--- config.mk ---
export PLATFORM = sky130hd
export DESIGN_NAME = frame_access_decoder
export DESIGN_NICKNAME = d
export VERILOG_FILES = /design/src/hw/frame_decode_pkg.sv /design/src/hw/frame_access_decoder.sv
export VERILOG_INCLUDE_DIRS = /design/src /design/src/hw
export SDC_FILE = /design/constraint.sdc
export NUM_CORES = 1
export LEC_CHECK = 0
export BUFFER_PORTS_ARGS = -buffer_cell sky130_fd_sc_hd__buf_2
export CORE_MARGIN = 4
export CORE_UTILIZATION = 45
export CTS_BUF_LIST = sky130_fd_sc_hd__clkbuf_8
export DETAILED_ROUTE_END_ITERATION = 10
export PLACE_DENSITY = 0.74
export SLEW_MARGIN = 25
export SYNTH_ARGS = -nofsm -noshare
export SYNTH_HDL_FRONTEND = slang
export SYNTH_SLANG_ARGS = --single-unit
--- constraint.sdc ---
create_clock -name clock -period 1.96 [get_ports clock]
set_input_delay 0.294 -clock clock [delete_from_list [all_inputs] [get_ports clock]]
set_output_delay 0.294 -clock clock [all_outputs]
set_load 0.05 [all_outputs]
--- src/hw/frame_decode_cfg.svh ---
// Address map, wait-state counts and inserted gap lengths for the peripheral frame access decoder.
`ifndef FRAME_DECODE_CFG_SVH
`define FRAME_DECODE_CFG_SVH

// Each region is {first word, last word} of the 16-bit word address space.
`define RGN_F0_EMU 32'h0880_09FF
`define RGN_F0_FLASH 32'h0A80_0ADF
`define RGN_F0_SEC 32'h0AE0_0AEF
`define RGN_F0_ADCRES 32'h0B00_0B0F
`define RGN_F0_TIMER 32'h0C00_0C3F
`define RGN_F0_INTVEC 32'h0CE0_0CFF
`define RGN_F0_VECTAB 32'h0D00_0DFF
`define RGN_F1_CANA_CTL 32'h6000_60FF
`define RGN_F1_CANA_MBX 32'h6100_61FF
`define RGN_F1_CANB_CTL 32'h6200_62FF
`define RGN_F1_CANB_MBX 32'h6300_63FF
`define RGN_F1_PWM 32'h6800_697F
`define RGN_F1_CAP 32'h6A00_6A7F
`define RGN_F1_QEP 32'h6B00_6B7F
`define RGN_F1_GPIO_CTL 32'h6F80_6FBF
`define RGN_F1_GPIO_DAT 32'h6FC0_6FDF
`define RGN_F1_GPIO_INT 32'h6FE0_6FFF
`define RGN_F2_SYSCTL 32'h7010_702F
`define RGN_F2_SERA 32'h7040_705F
`define RGN_F2_XINT 32'h7070_707F
`define RGN_F2_ADC 32'h7100_711F
`define RGN_F2_SERBCD 32'h7740_776F
`define RGN_F2_SPID 32'h7780_778F
`define RGN_F2_I2C 32'h7900_792F

// Wait states and inserted cycles.
`define F12_READ_WAIT 2'h2
`define F1_WRITE_GAP 2'h1
`define ORDER_ALIGN_GAP 2'h1

`endif

--- src/hw/frame_decode_pkg.sv ---
// Types shared by the peripheral frame access decoder and its users.
package frame_decode_pkg;

  // Which bus an address belongs to.
  typedef enum logic [1:0] {
    FRAME_NONE,
    FRAME_0,
    FRAME_1,
    FRAME_2
  } frame_sel_t;

  // Result of decoding one word address.
  typedef struct packed {
    frame_sel_t frame;
    logic guarded;   // Whole window needs the write-unlock state.
    logic secured;   // Window is also behind the code security module.
    logic can_ctl;   // CAN control window: 32-bit even accesses only.
  } region_t;

  // One access as the CPU issues it.
  typedef struct packed {
    logic valid;
    logic write;
    logic wide;      // 1 for a 32-bit access, 0 for 16-bit.
    logic [15:0] addr;
    logic [31:0] wdata;
  } cpu_req_t;

  // One access as it leaves on a downstream bus.
  typedef struct packed {
    logic valid;
    logic write;
    logic wide;
    logic [15:0] addr;
    logic [31:0] wdata;
    logic unlocked;  // Lets the peripheral guard its own protected bits.
  } bus_req_t;

endpackage

--- src/hw/frame_access_decoder.sv ---
// Decoder that steers CPU data accesses onto the three peripheral frames and applies their access limits.
`timescale 1ns/100ps
`default_nettype none
`include "frame_decode_cfg.svh"

module frame_access_decoder (
  input wire logic clock,                            // System clock, 125 MHz.
  input wire logic rst_n,                            // Asynchronous reset, active low.
  input wire frame_decode_pkg::cpu_req_t cpu_req,    // Access from the CPU.
  input wire logic unlock_exec,                      // Pulse: write-unlock instruction executed.
  input wire logic relock_exec,                      // Pulse: write-relock instruction executed.
  input wire logic security_unlocked,                // Level: code security module is unlocked.
  input wire logic order_protect_en,                 // Level: block protection mode for frames 1 and 2.
  input wire logic [31:0] f0_rdata,                  // Read data from the memory bus, same cycle.
  input wire logic [31:0] f1_rdata,                  // Read data from the 32-bit peripheral bus.
  input wire logic f1_stretch,                       // Frame 1 peripheral extends the read cycle.
  input wire logic [15:0] f2_rdata,                  // Read data from the 16-bit peripheral bus.
  output logic cpu_ready,                            // Decoder can take a request this cycle.
  output logic cpu_done,                             // Pulse: access finished.
  output logic cpu_refused,                          // With cpu_done: access was dropped.
  output logic [31:0] cpu_rdata,                     // Read data, valid with cpu_done.
  output logic write_unlocked,                       // Current write-unlock state.
  output frame_decode_pkg::bus_req_t f0_req,         // Request on the CPU memory bus.
  output frame_decode_pkg::bus_req_t f1_req,         // Request on the 32-bit peripheral bus.
  output frame_decode_pkg::bus_req_t f2_req          // Request on the 16-bit peripheral bus.
);

  typedef enum logic [1:0] {
    ST_IDLE,
    ST_GAP,
    ST_ISSUE,
    ST_WAIT
  } state_t;

  // True when a word address lies inside a {first, last} region.
  function automatic logic in_region(input logic [15:0] addr, input logic [31:0] rgn);
    in_region = (addr >= rgn[31:16]) && (addr <= rgn[15:0]);
  endfunction

  // Map a word address onto its frame and its protection class.
  function automatic frame_decode_pkg::region_t decode(input logic [15:0] addr);
    frame_decode_pkg::region_t r;
    r = '{frame: frame_decode_pkg::FRAME_NONE, guarded: 1'b0, secured: 1'b0, can_ctl: 1'b0};
    if (in_region(addr, `RGN_F0_EMU) || in_region(addr, `RGN_F0_SEC) || in_region(addr, `RGN_F0_VECTAB)) begin
      r.frame = frame_decode_pkg::FRAME_0;
      r.guarded = 1'b1;
    end else if (in_region(addr, `RGN_F0_FLASH)) begin
      r.frame = frame_decode_pkg::FRAME_0;
      r.guarded = 1'b1;
      r.secured = 1'b1;
    end else if (in_region(addr, `RGN_F0_ADCRES) || in_region(addr, `RGN_F0_TIMER)
                 || in_region(addr, `RGN_F0_INTVEC)) begin
      r.frame = frame_decode_pkg::FRAME_0;
    end else if (in_region(addr, `RGN_F1_CANA_CTL) || in_region(addr, `RGN_F1_CANB_CTL)) begin
      // The CAN block masks its own protected registers and bits from the unlocked flag.
      r.frame = frame_decode_pkg::FRAME_1;
      r.can_ctl = 1'b1;
    end else if (in_region(addr, `RGN_F1_CANA_MBX) || in_region(addr, `RGN_F1_CANB_MBX)
                 || in_region(addr, `RGN_F1_PWM) || in_region(addr, `RGN_F1_CAP)
                 || in_region(addr, `RGN_F1_QEP) || in_region(addr, `RGN_F1_GPIO_DAT)) begin
      // Mailboxes and GPIO data stay open; PWM windows guard a subset inside the unit.
      r.frame = frame_decode_pkg::FRAME_1;
    end else if (in_region(addr, `RGN_F1_GPIO_CTL) || in_region(addr, `RGN_F1_GPIO_INT)) begin
      r.frame = frame_decode_pkg::FRAME_1;
      r.guarded = 1'b1;
    end else if (in_region(addr, `RGN_F2_SYSCTL)) begin
      r.frame = frame_decode_pkg::FRAME_2;
      r.guarded = 1'b1;
    end else if (in_region(addr, `RGN_F2_SERA) || in_region(addr, `RGN_F2_XINT)
                 || in_region(addr, `RGN_F2_ADC) || in_region(addr, `RGN_F2_SERBCD)
                 || in_region(addr, `RGN_F2_SPID) || in_region(addr, `RGN_F2_I2C)) begin
      r.frame = frame_decode_pkg::FRAME_2;
    end
    decode = r;
  endfunction

  state_t state;
  frame_decode_pkg::cpu_req_t cur;
  frame_decode_pkg::region_t cur_rgn;
  logic cur_drop;
  logic [1:0] count;
  logic prev_f1_write;
  logic prev_f12_write;
  logic [15:0] prev_addr;

  // Decode of the incoming request, evaluated in the cycle it is offered.
  wire frame_decode_pkg::region_t in_rgn = decode(cpu_req.addr);
  wire take = cpu_ready && cpu_req.valid;
  wire in_f1 = (in_rgn.frame == frame_decode_pkg::FRAME_1);
  wire in_f2 = (in_rgn.frame == frame_decode_pkg::FRAME_2);
  wire in_f12 = in_f1 || in_f2;

  // Reasons to drop an access before it reaches any bus.
  wire bad_can_size = in_rgn.can_ctl && (!cpu_req.wide || cpu_req.addr[0]);
  wire bad_f2_size = in_f2 && cpu_req.wide;
  wire sec_locked = in_rgn.secured && !security_unlocked;
  wire wr_blocked = cpu_req.write && in_rgn.guarded && !write_unlocked;
  wire unmapped = (in_rgn.frame == frame_decode_pkg::FRAME_NONE);
  wire drop = bad_can_size || bad_f2_size || sec_locked || wr_blocked || unmapped;

  // Extra cycles in front of a frame 1/2 access to keep order and spacing.
  wire need_b2b_gap = prev_f1_write && in_f1 && cpu_req.write;
  wire need_align = order_protect_en && prev_f12_write && in_f12 && !cpu_req.write
                    && (cpu_req.addr != prev_addr);
  wire [1:0] gap_len = need_align ? `ORDER_ALIGN_GAP : `F1_WRITE_GAP;

  // Request fields as they will be driven once the access issues.
  wire frame_decode_pkg::bus_req_t issue_req = '{
    valid: 1'b1,
    write: cur.write,
    wide: cur.wide,
    addr: cur.addr,
    wdata: cur.wdata,
    unlocked: write_unlocked
  };
  wire cur_f0 = (cur_rgn.frame == frame_decode_pkg::FRAME_0);
  wire cur_f1 = (cur_rgn.frame == frame_decode_pkg::FRAME_1);
  wire cur_f2 = (cur_rgn.frame == frame_decode_pkg::FRAME_2);
  wire cur_slow_read = !cur.write && (cur_f1 || cur_f2) && !cur_drop;

  // Data handed back: narrow reads and frame 2 reads are zero extended, dropped reads read zero.
  wire [31:0] f0_data = cur.wide ? f0_rdata : {16'h0000, f0_rdata[15:0]};
  wire [31:0] f2_data = {16'h0000, f2_rdata};
  wire [31:0] f1_data = cur.wide ? f1_rdata : {16'h0000, f1_rdata[15:0]};
  wire [31:0] slow_data = cur_f1 ? f1_data : f2_data;
  wire last_wait = (count == 2'h0) && !(cur_f1 && f1_stretch);
  wire f0_issue = (state == ST_ISSUE) && cur_f0 && !cur_drop;

  // Unlock state: both instructions are single-cycle; if both arrive together the unlock wins.
  always_ff @(posedge clock or negedge rst_n) begin
    if (!rst_n) begin
      write_unlocked <= 1'b0;
    end else if (unlock_exec) begin
      write_unlocked <= 1'b1;
    end else if (relock_exec) begin
      write_unlocked <= 1'b0;
    end
  end

  // History used for spacing; an idle cycle breaks a back-to-back write pair.
  always_ff @(posedge clock or negedge rst_n) begin
    if (!rst_n) begin
      prev_f1_write <= 1'b0;
      prev_f12_write <= 1'b0;
      prev_addr <= 16'h0000;
    end else if (take) begin
      prev_f1_write <= in_f1 && cpu_req.write && !drop;
      prev_f12_write <= in_f12 && cpu_req.write && !drop;
      prev_addr <= cpu_req.addr;
    end else if (state == ST_IDLE) begin
      prev_f1_write <= 1'b0;
      prev_f12_write <= 1'b0;
    end
  end

  // Access sequencer. Only one access is in flight, so the buses see accesses in program order.
  always_ff @(posedge clock or negedge rst_n) begin
    if (!rst_n) begin
      state <= ST_IDLE;
      cur <= '0;
      cur_rgn <= '{frame: frame_decode_pkg::FRAME_NONE, guarded: 1'b0, secured: 1'b0, can_ctl: 1'b0};
      cur_drop <= 1'b0;
      count <= 2'h0;
      cpu_ready <= 1'b1;
      cpu_done <= 1'b0;
      cpu_refused <= 1'b0;
      cpu_rdata <= 32'h0000_0000;
    end else begin
      cpu_done <= 1'b0;
      case (state)
        ST_IDLE: begin
          if (take) begin
            cur <= cpu_req;
            cur_rgn <= in_rgn;
            cur_drop <= drop;
            cpu_ready <= 1'b0;
            cpu_refused <= 1'b0;
            count <= gap_len - 2'h1;
            state <= ((need_b2b_gap || need_align) && !drop) ? ST_GAP : ST_ISSUE;
          end
        end
        ST_GAP: begin
          if (count == 2'h0) begin
            state <= ST_ISSUE;
          end else begin
            count <= count - 2'h1;
          end
        end
        ST_ISSUE: begin
          if (cur_slow_read) begin
            count <= `F12_READ_WAIT - 2'h1;
            state <= ST_WAIT;
          end else begin
            // Writes, frame 0 and dropped accesses end here with no stall.
            cpu_done <= 1'b1;
            cpu_ready <= 1'b1;
            cpu_refused <= cur_drop;
            cpu_rdata <= (f0_issue && !cur.write) ? f0_data : 32'h0000_0000;
            state <= ST_IDLE;
          end
        end
        ST_WAIT: begin
          if (last_wait) begin
            cpu_done <= 1'b1;
            cpu_ready <= 1'b1;
            cpu_rdata <= slow_data;
            state <= ST_IDLE;
          end else if (count != 2'h0) begin
            count <= count - 2'h1;
          end
        end
        default: begin
          state <= ST_IDLE;
          cpu_ready <= 1'b1;
        end
      endcase
    end
  end

  // Next bus requests: the strobe stands through issue and any read wait cycles.
  // The drop flag of the held access must not gate a fresh take, since it still belongs to the previous access.
  wire next_active = ((state == ST_GAP && count == 2'h0) || (state == ST_IDLE && take && !drop
                     && !need_b2b_gap && !need_align) || (state == ST_ISSUE && cur_slow_read)
                     || (state == ST_WAIT && !last_wait));
  wire frame_decode_pkg::region_t next_rgn = (state == ST_IDLE) ? in_rgn : cur_rgn;
  wire frame_decode_pkg::bus_req_t fresh_req = '{
    valid: 1'b1,
    write: cpu_req.write,
    wide: cpu_req.wide,
    addr: cpu_req.addr,
    wdata: cpu_req.wdata,
    unlocked: write_unlocked
  };
  wire frame_decode_pkg::bus_req_t next_req = (state == ST_IDLE) ? fresh_req : issue_req;
  wire frame_decode_pkg::bus_req_t idle_req = '0;
  wire frame_decode_pkg::bus_req_t next_f0 =
    (next_active && next_rgn.frame == frame_decode_pkg::FRAME_0) ? next_req : idle_req;
  wire frame_decode_pkg::bus_req_t next_f1 =
    (next_active && next_rgn.frame == frame_decode_pkg::FRAME_1) ? next_req : idle_req;
  wire frame_decode_pkg::bus_req_t next_f2 =
    (next_active && next_rgn.frame == frame_decode_pkg::FRAME_2) ? next_req : idle_req;

  // Registered bus ports; a dropped access never raises any strobe, so its target is untouched.
  always_ff @(posedge clock or negedge rst_n) begin
    if (!rst_n) begin
      f0_req <= '0;
      f1_req <= '0;
      f2_req <= '0;
    end else begin
      f0_req <= next_f0;
      f1_req <= next_f1;
      f2_req <= next_f2;
    end
  end

endmodule
`default_nettype wire

==> results of run 1 <==
-- cell families after synthesis --
family	count (synthesis)	share of synthesized area [%]
adder cells (fa/ha/maj)	1	0.111
AND/OR/NAND/NOR	628	22.1
XOR/XNOR	17	1.32
buffers and inverters	94	4.08
multiplexers	66	6.57
flip-flops	267	59.2
AO/OA/AOI/OAI	119	6.61
-- critical path: cells and delay by family --
| family | cells | cell delay, ps |
|---|---|---|
| AND/OR/NAND/NOR | 4 | 970 |
| AO/OA/AOI/OAI | 4 | 1130 |
| buffers and inverters | 3 | 440 |
-- power by group through the flow --
stage               clock network (mW)  registers, mW  logic [mW]
detailed placement                   0           6.95        5.41
finish                            5.29           6.88        6.16
global placement                     0           6.91        5.32
CTS                               5.40           6.87        5.83
floorplan                            0           7.26        3.50
global route                      5.68           6.97        6.69
-- worst min path at each step --
| stage | endpoint | depth (start not counted) |
|---|---|---|
| 3_5_place_dp | cur[5] | 1 |
| 2_1_floorplan | count[0] | 0 |
| 3_3_place_gp | cur[5] | 1 |
| 4_1_cts | cpu_rdata[0] | 3 |
| 6_report | cpu_rdata[5] | 3 |
| 5_1_grt | cpu_rdata[5] | 3 |
-- per-stage QoR --
stage	setup slack (ps)	cells	setup TNS, ps
6_report	-409	1977	-50970
5_1_grt	-427	1977	-56570
4_1_cts	-340	1972	-42240
3_5_place_dp	-962	1853	-145190
3_3_place_gp	-942	1853	-145070
2_1_floorplan	-561	1192	-84080
-- state kept, by name, indices dropped and copies added (netlist names) --
name and cells:
count 2, cpu_done 1, cpu_rdata 32, cpu_ready 1, cpu_refused 1, cur 50
cur_drop 1, cur_rgn 2, f0_req 52, f1_req 52, f2_req 52, prev_addr 16
prev_f12_write 1, prev_f1_write 1, state 2, write_unlocked 1
-- timing repair --
item	4_1_cts	5_1_grt
hold buffers	35	0
setup buffers	1	1
endpoints found under the setup margin	156	191
cloned	3	4
pin swaps	0	2
endpoints found under the hold margin	80	0
resized for setup	11	63
-- cells in the mapped netlist, types with 4 or more instances --
| library cell | instances |
|---|---|
| nand2_1 | 396 |
| nor4_1 | 6 |
| nand4_1 | 7 |
| o21ai_0 | 31 |
| a21oi_1 | 43 |
| a22o_1 | 16 |
| nand2b_1 | 5 |
| clkbuf_1 | 62 |
| nor2b_1 | 5 |
| nor2_1 | 166 |
| mux2_2 | 65 |
| buf_6 | 13 |
| dfrtp_1 | 266 |
| xnor2_1 | 16 |
| nand3_1 | 22 |
| inv_1 | 11 |
| nor3_1 | 8 |
| a21o_1 | 4 |
-- area by class of cell --
| cell class | instances | area, µm² |
|---|---|---|
| diodes | 1 | 2.50 |
| clock buffers | 65 | 895 |
| inverters | 12 | 46.3 |
| fillers | 1984 | 8920 |
| flip-flops and latches | 267 | 6680 |
| multi-input cells | 831 | 4430 |
| well taps | 324 | 405 |
| repair buffers | 462 | 3050 |
| clock inverters | 15 | 96.3 |
-- metal layers --
| layer | vias to the layer above | track usage [%] |
|---|---|---|
| met5 | - | 0 |
| met4 | 0 | 10.4 |
| met3 | 94 | 5.90 |
| met2 | 431 | 41.2 |
| met1 | 4830 | 30.8 |
| li1 | 4703 | - |
==> impl_metrics.env, run 1 <==
export IMPL_status="finished with violations"
export IMPL_violations="setup timing"
export IMPL_final_common_cell="nand2_1"
export IMPL_utilization_pct=63.7
export IMPL_critical_path_max_stage_delay_ps=530
export IMPL_clkSinkCount=267
export IMPL_core_area_mm2=0.0245
export IMPL_overflow=0
export IMPL_synthCells=1192
export IMPL_die_y_um=166
export IMPL_crit_path_top_delay_cell="or4_4"
export IMPL_min_delay_start="f0_rdata[5]"
export IMPL_wirelength_um=35800
export IMPL_cts_buffers=45
export IMPL_via_count=10100
export IMPL_rows=57
export IMPL_power_leakage_nw=8.06
export IMPL_drt_wirelength_per_cell_um=18.1
export IMPL_layout_common_cells="nand2_1, buf_2, dfrtp_1"
export IMPL_die_w_um=166
export IMPL_synth_cell_area_mm2=0.0113
export IMPL_tightest_slew_ps=590
export IMPL_viasPerCell=5.09
export IMPL_highest_layer="met4"
export IMPL_crit_type="primary input to register"
export IMPL_timing_rr_end="f2_req[12]"
export IMPL_grt_pass1_vias=10300
export IMPL_synthDistinctLibCells=52
export IMPL_swShare_pct=35.6
export IMPL_wl_met1_um=14200
export IMPL_synth_net_count=1331
export IMPL_endpoint="f2_req[12]"
export IMPL_cts_root_buf="clkbuf_8"
export IMPL_wl_met3_um=2520
export IMPL_ir_worst_vdd_mv=0.682
export IMPL_htreeDepth=2
export IMPL_area_growth_pct=38.3
export IMPL_fin_skew_ps=33.8
export IMPL_rsz0062_at_grt="true"
export IMPL_seq_area_frac_synth_pct=59.2
export IMPL_timing_rr_start="prev_addr[9]"
export IMPL_grt_first_pass_wirelength_um=55500
export IMPL_cts_max_path_buffers=3
export IMPL_hold_viol=0
export IMPL_ys_ff_latch=267
export IMPL_layout_drive_gt1_share_pct=38.0
export IMPL_synth_top_area_share_pct=58.9
export IMPL_grt_max_degree=76
export IMPL_rrSetupSlack_ps=-320
export IMPL_crit_chain="buf_6, or4_4, nor4_4, o221ai_1, a311o_1, nor3b_2, o22a_1, o41a_4, buf_12, clkbuf_16, nor2_1"
export IMPL_async_flop_share_pct=100
export IMPL_dieArea_mm2=0.0277
export IMPL_yosysTopAreaCell="dfrtp_1"
export IMPL_dpl_cell_area_mm2=0.0139
export IMPL_cp_end_kind="register"
export IMPL_synth_edf_count=0
export IMPL_initial_core_util_pct=46.0
export IMPL_drc=0
export IMPL_hold_ws_ps=49.5
export IMPL_synth_warning_count=0
export IMPL_p_clk_share_pct=28.9
export IMPL_period_needed_ps=2370
export IMPL_syn_avg_cell_area_um2=9.48
export IMPL_critPathLaunchType="primary input"
export IMPL_slew_headroom_pct=60.7
export IMPL_finalPower_mw=18.3
export IMPL_final_cell_area_mm2=0.0156
export IMPL_worstPathMaxFanout=10
export IMPL_final_nets=1758
export IMPL_place_congestion=0.943
export IMPL_ant_nets=0
export IMPL_power_density_mw_per_mm2=1170
export IMPL_insertion_delay_ps=570
export IMPL_hp_class="primary input to register"
export IMPL_period_share_pct=121
export IMPL_io_buffers=329
export IMPL_cp_arrival_ps=2850
export IMPL_timing_fmax_mhz=422
export IMPL_first_pass_iters=7
export IMPL_setup_viol=158
export IMPL_synth_flop_cell="dfrtp_1"
export IMPL_p_int_mw=11.8
export IMPL_finalWorstSetupSlack_ps=-409
export IMPL_required_ps=2440
export IMPL_route_met2_wl_um=17500
export IMPL_cts_tree="yes"
export IMPL_r2r_cells=9
export IMPL_hpwlAfterDp_um=23300
export IMPL_drt_initial_drc_count=771
export IMPL_combPwrFrac_pct=33.6
export IMPL_crit_start="cpu_req[42]"
export IMPL_antenna_found_initial=1
export IMPL_slew_viol_final=0
export IMPL_path_clk_slew_ps=60
export IMPL_drv_cap=0
export IMPL_p_sw_mw=6.53
export IMPL_p_seq_share_pct=37.5
export IMPL_grt_use_total_pct=24.6
export IMPL_num_io_pins=330
export IMPL_synth_area_leaders="dfrtp_1, nand2_1, mux2_2"
(Power assumes the default switching activity.)
==> run 2, diff against run 1 <==
- PLACE_DENSITY: 0.74 -> 0.76
==> run 2 against run 1 <==
  * The flow still finishes with violations (setup timing)
  * First-iteration DRC count grew 2.5%
  * Count of clock-buffer cells in the layout decreased by 8
  * Cell count down 0.40%
  * Worst hold slack lost 0.90 ps
  * Sequential share of layout area increased by 0.83 points
  * Critical path depth fell by 1
  * Clock power increased by 2%
  * Utilization shrank 1.2 points
  * Critical path type unchanged
  * Highest routed layer unchanged
==> impl_metrics.env, run 2 (synthesis results as in run 1) <==
export IMPL_wl_met3_um=2530
export IMPL_reg_top3="f0_req x52, f1_req x52, f2_req x52"
export IMPL_slew_viol_final=0
export IMPL_swShare_pct=34.7
export IMPL_num_io_pins=330
export IMPL_p_int_mw=11.6
export IMPL_die_w_um=166
export IMPL_cts_buffers=45
export IMPL_period_needed_ps=2290
export IMPL_final_common_cell="nand2_1"
export IMPL_grt_pass1_vias=10100
export IMPL_hold_viol=0
export IMPL_path_clk_slew_ps=60
export IMPL_drc=0
export IMPL_core_area_mm2=0.0245
export IMPL_drt_wirelength_per_cell_um=17.4
export IMPL_wl_met1_um=13600
export IMPL_die_y_um=166
export IMPL_tns_ps=-45070
export IMPL_layout_drive_gt1_share_pct=35.1
export IMPL_antenna_found_initial=2
export IMPL_drt_initial_drc_count=790
export IMPL_power_density_mw_per_mm2=1160
export IMPL_rows=57
export IMPL_p_sw_mw=6.20
export IMPL_dpl_cell_area_mm2=0.0139
export IMPL_p_clk_share_pct=30.2
export IMPL_grt_first_pass_wirelength_um=54100
export IMPL_first_pass_iters=5
export IMPL_r2r_cells=8
export IMPL_p_seq_share_pct=38.6
export IMPL_critPathLaunchType="primary input"
export IMPL_hold_ws_ps=48.6
export IMPL_htreeDepth=2
export IMPL_wirelength_um=34200
export IMPL_hold_path_depth=3
export IMPL_hp_class="primary input to register"
export IMPL_final_nets=1746
export IMPL_place_congestion=0.909
export IMPL_timing_fmax_mhz=436
export IMPL_dieArea_mm2=0.0277
export IMPL_area_growth_pct=35.6
export IMPL_viasPerCell=5.07
export IMPL_crit_type="primary input to register"
export IMPL_cts_root_buf="clkbuf_8"
export IMPL_cp_arrival_ps=2760
export IMPL_setup_viol=156
export IMPL_overflow=0
export IMPL_insertion_delay_ps=550
export IMPL_fin_skew_ps=23.1
export IMPL_cts_tree="yes"
export IMPL_clkSinkCount=267
export IMPL_tightest_slew_ps=672
export IMPL_hpwlAfterDp_um=23000
export IMPL_rsz0062_at_grt="true"
export IMPL_slew_headroom_pct=55.2
export IMPL_ant_nets=0
export IMPL_initial_core_util_pct=46.0
export IMPL_combPwrFrac_pct=31.3
export IMPL_route_met2_wl_um=16700
export IMPL_cts_max_path_buffers=3
export IMPL_grt_use_total_pct=23.8
export IMPL_ir_worst_vdd_mv=0.742
export IMPL_required_ps=2420
export IMPL_violations="setup timing"
export IMPL_status="finished with violations"
export IMPL_utilization_pct=62.4
export IMPL_layout_common_cells="nand2_1, buf_2, dfrtp_1"
export IMPL_cp_end_kind="register"
export IMPL_final_cell_area_mm2=0.0153
export IMPL_period_share_pct=117
export IMPL_worstPathMaxFanout=40
export IMPL_via_count=9981
export IMPL_highest_layer="met4"
export IMPL_power_leakage_nw=7.99
export IMPL_dp_worst_setup_slack_ps=-980
export IMPL_grt_max_degree=79
export IMPL_finalWorstSetupSlack_ps=-334
export IMPL_io_buffers=329
export IMPL_drv_cap=0
[run 2: cell count changes in the layout (fill, tap and decap cells not counted), sizes merged]
cell         before  now
buf             424  416
dlygate4sd3      35   34
clkinv            2    4
inv              24   30
bufinv            1    4
diode             1    2
clkbuf           68   57
[run 2: worst max-delay path: stages]
cell and delay (ps):
buf_6 90, or4_4 550, nor4_4 160, o221ai_2 140, a311o_1 340, nor3b_2 160
o22a_1 210, o41a_4 450, buf_12 220, nor2_1 140
[run 2: power groups by stage]
stage | Combinational, mW | Clock [mW] | Sequential (mW)
6_report | 5.58 | 5.38 | 6.88
5_1_grt | 6.06 | 5.80 | 6.97
4_1_cts | 5.57 | 5.51 | 6.87
3_5_place_dp | 5.46 | 0 | 6.95
3_3_place_gp | 5.35 | 0 | 6.91
2_1_floorplan | 3.50 | 0 | 7.26
[run 2: through the flow]
step / power (mW) / instances
global route: 18.8 / 1969
global placement: 12.3 / 1849
detailed placement: 12.4 / 1849
CTS: 18.0 / 1967
floorplan: 10.8 / 1192
finish: 17.8 / 1969
[run 2: final timing paths]
check                           endpoint  slack (ps)           from
max                           f1_req[22]        -330    cpu_req[42]
min reg2reg                cpu_rdata[30]         470  cpu_rdata[30]
min                        cpu_rdata[15]          50   f0_rdata[15]
min in group asynchronous         cur[0]         220          rst_n
max in group asynchronous        cur[41]         980          rst_n
max reg2reg                   f1_req[22]        -260   prev_addr[6]
[run 2: metal layers]
layer,vias to the layer above,global-route usage (%)
li1,4677,-
met1,4799,29.9
met2,411,40.1
met3,94,5.90
met4,0,9.07
met5,-,0
[run 2: timing repair]
action	in CTS	in global routing
hold endpoints to repair	132	0
resized for setup	10	12
hold buffers	34	0
pin swaps	1	2
setup endpoints to repair	158	168
buffers inserted	1	0
[run 2: layout make-up]
cell class / count / area, µm²
multi-input combinational: 831 / 4290
tap: 324 / 405
clock inverter: 26 / 219
timing repair buffer: 450 / 2880
sequential: 267 / 6680
fill: 1972 / 9220
antenna: 2 / 5.00
clock buffer: 57 / 785
inverter: 12 / 46.3
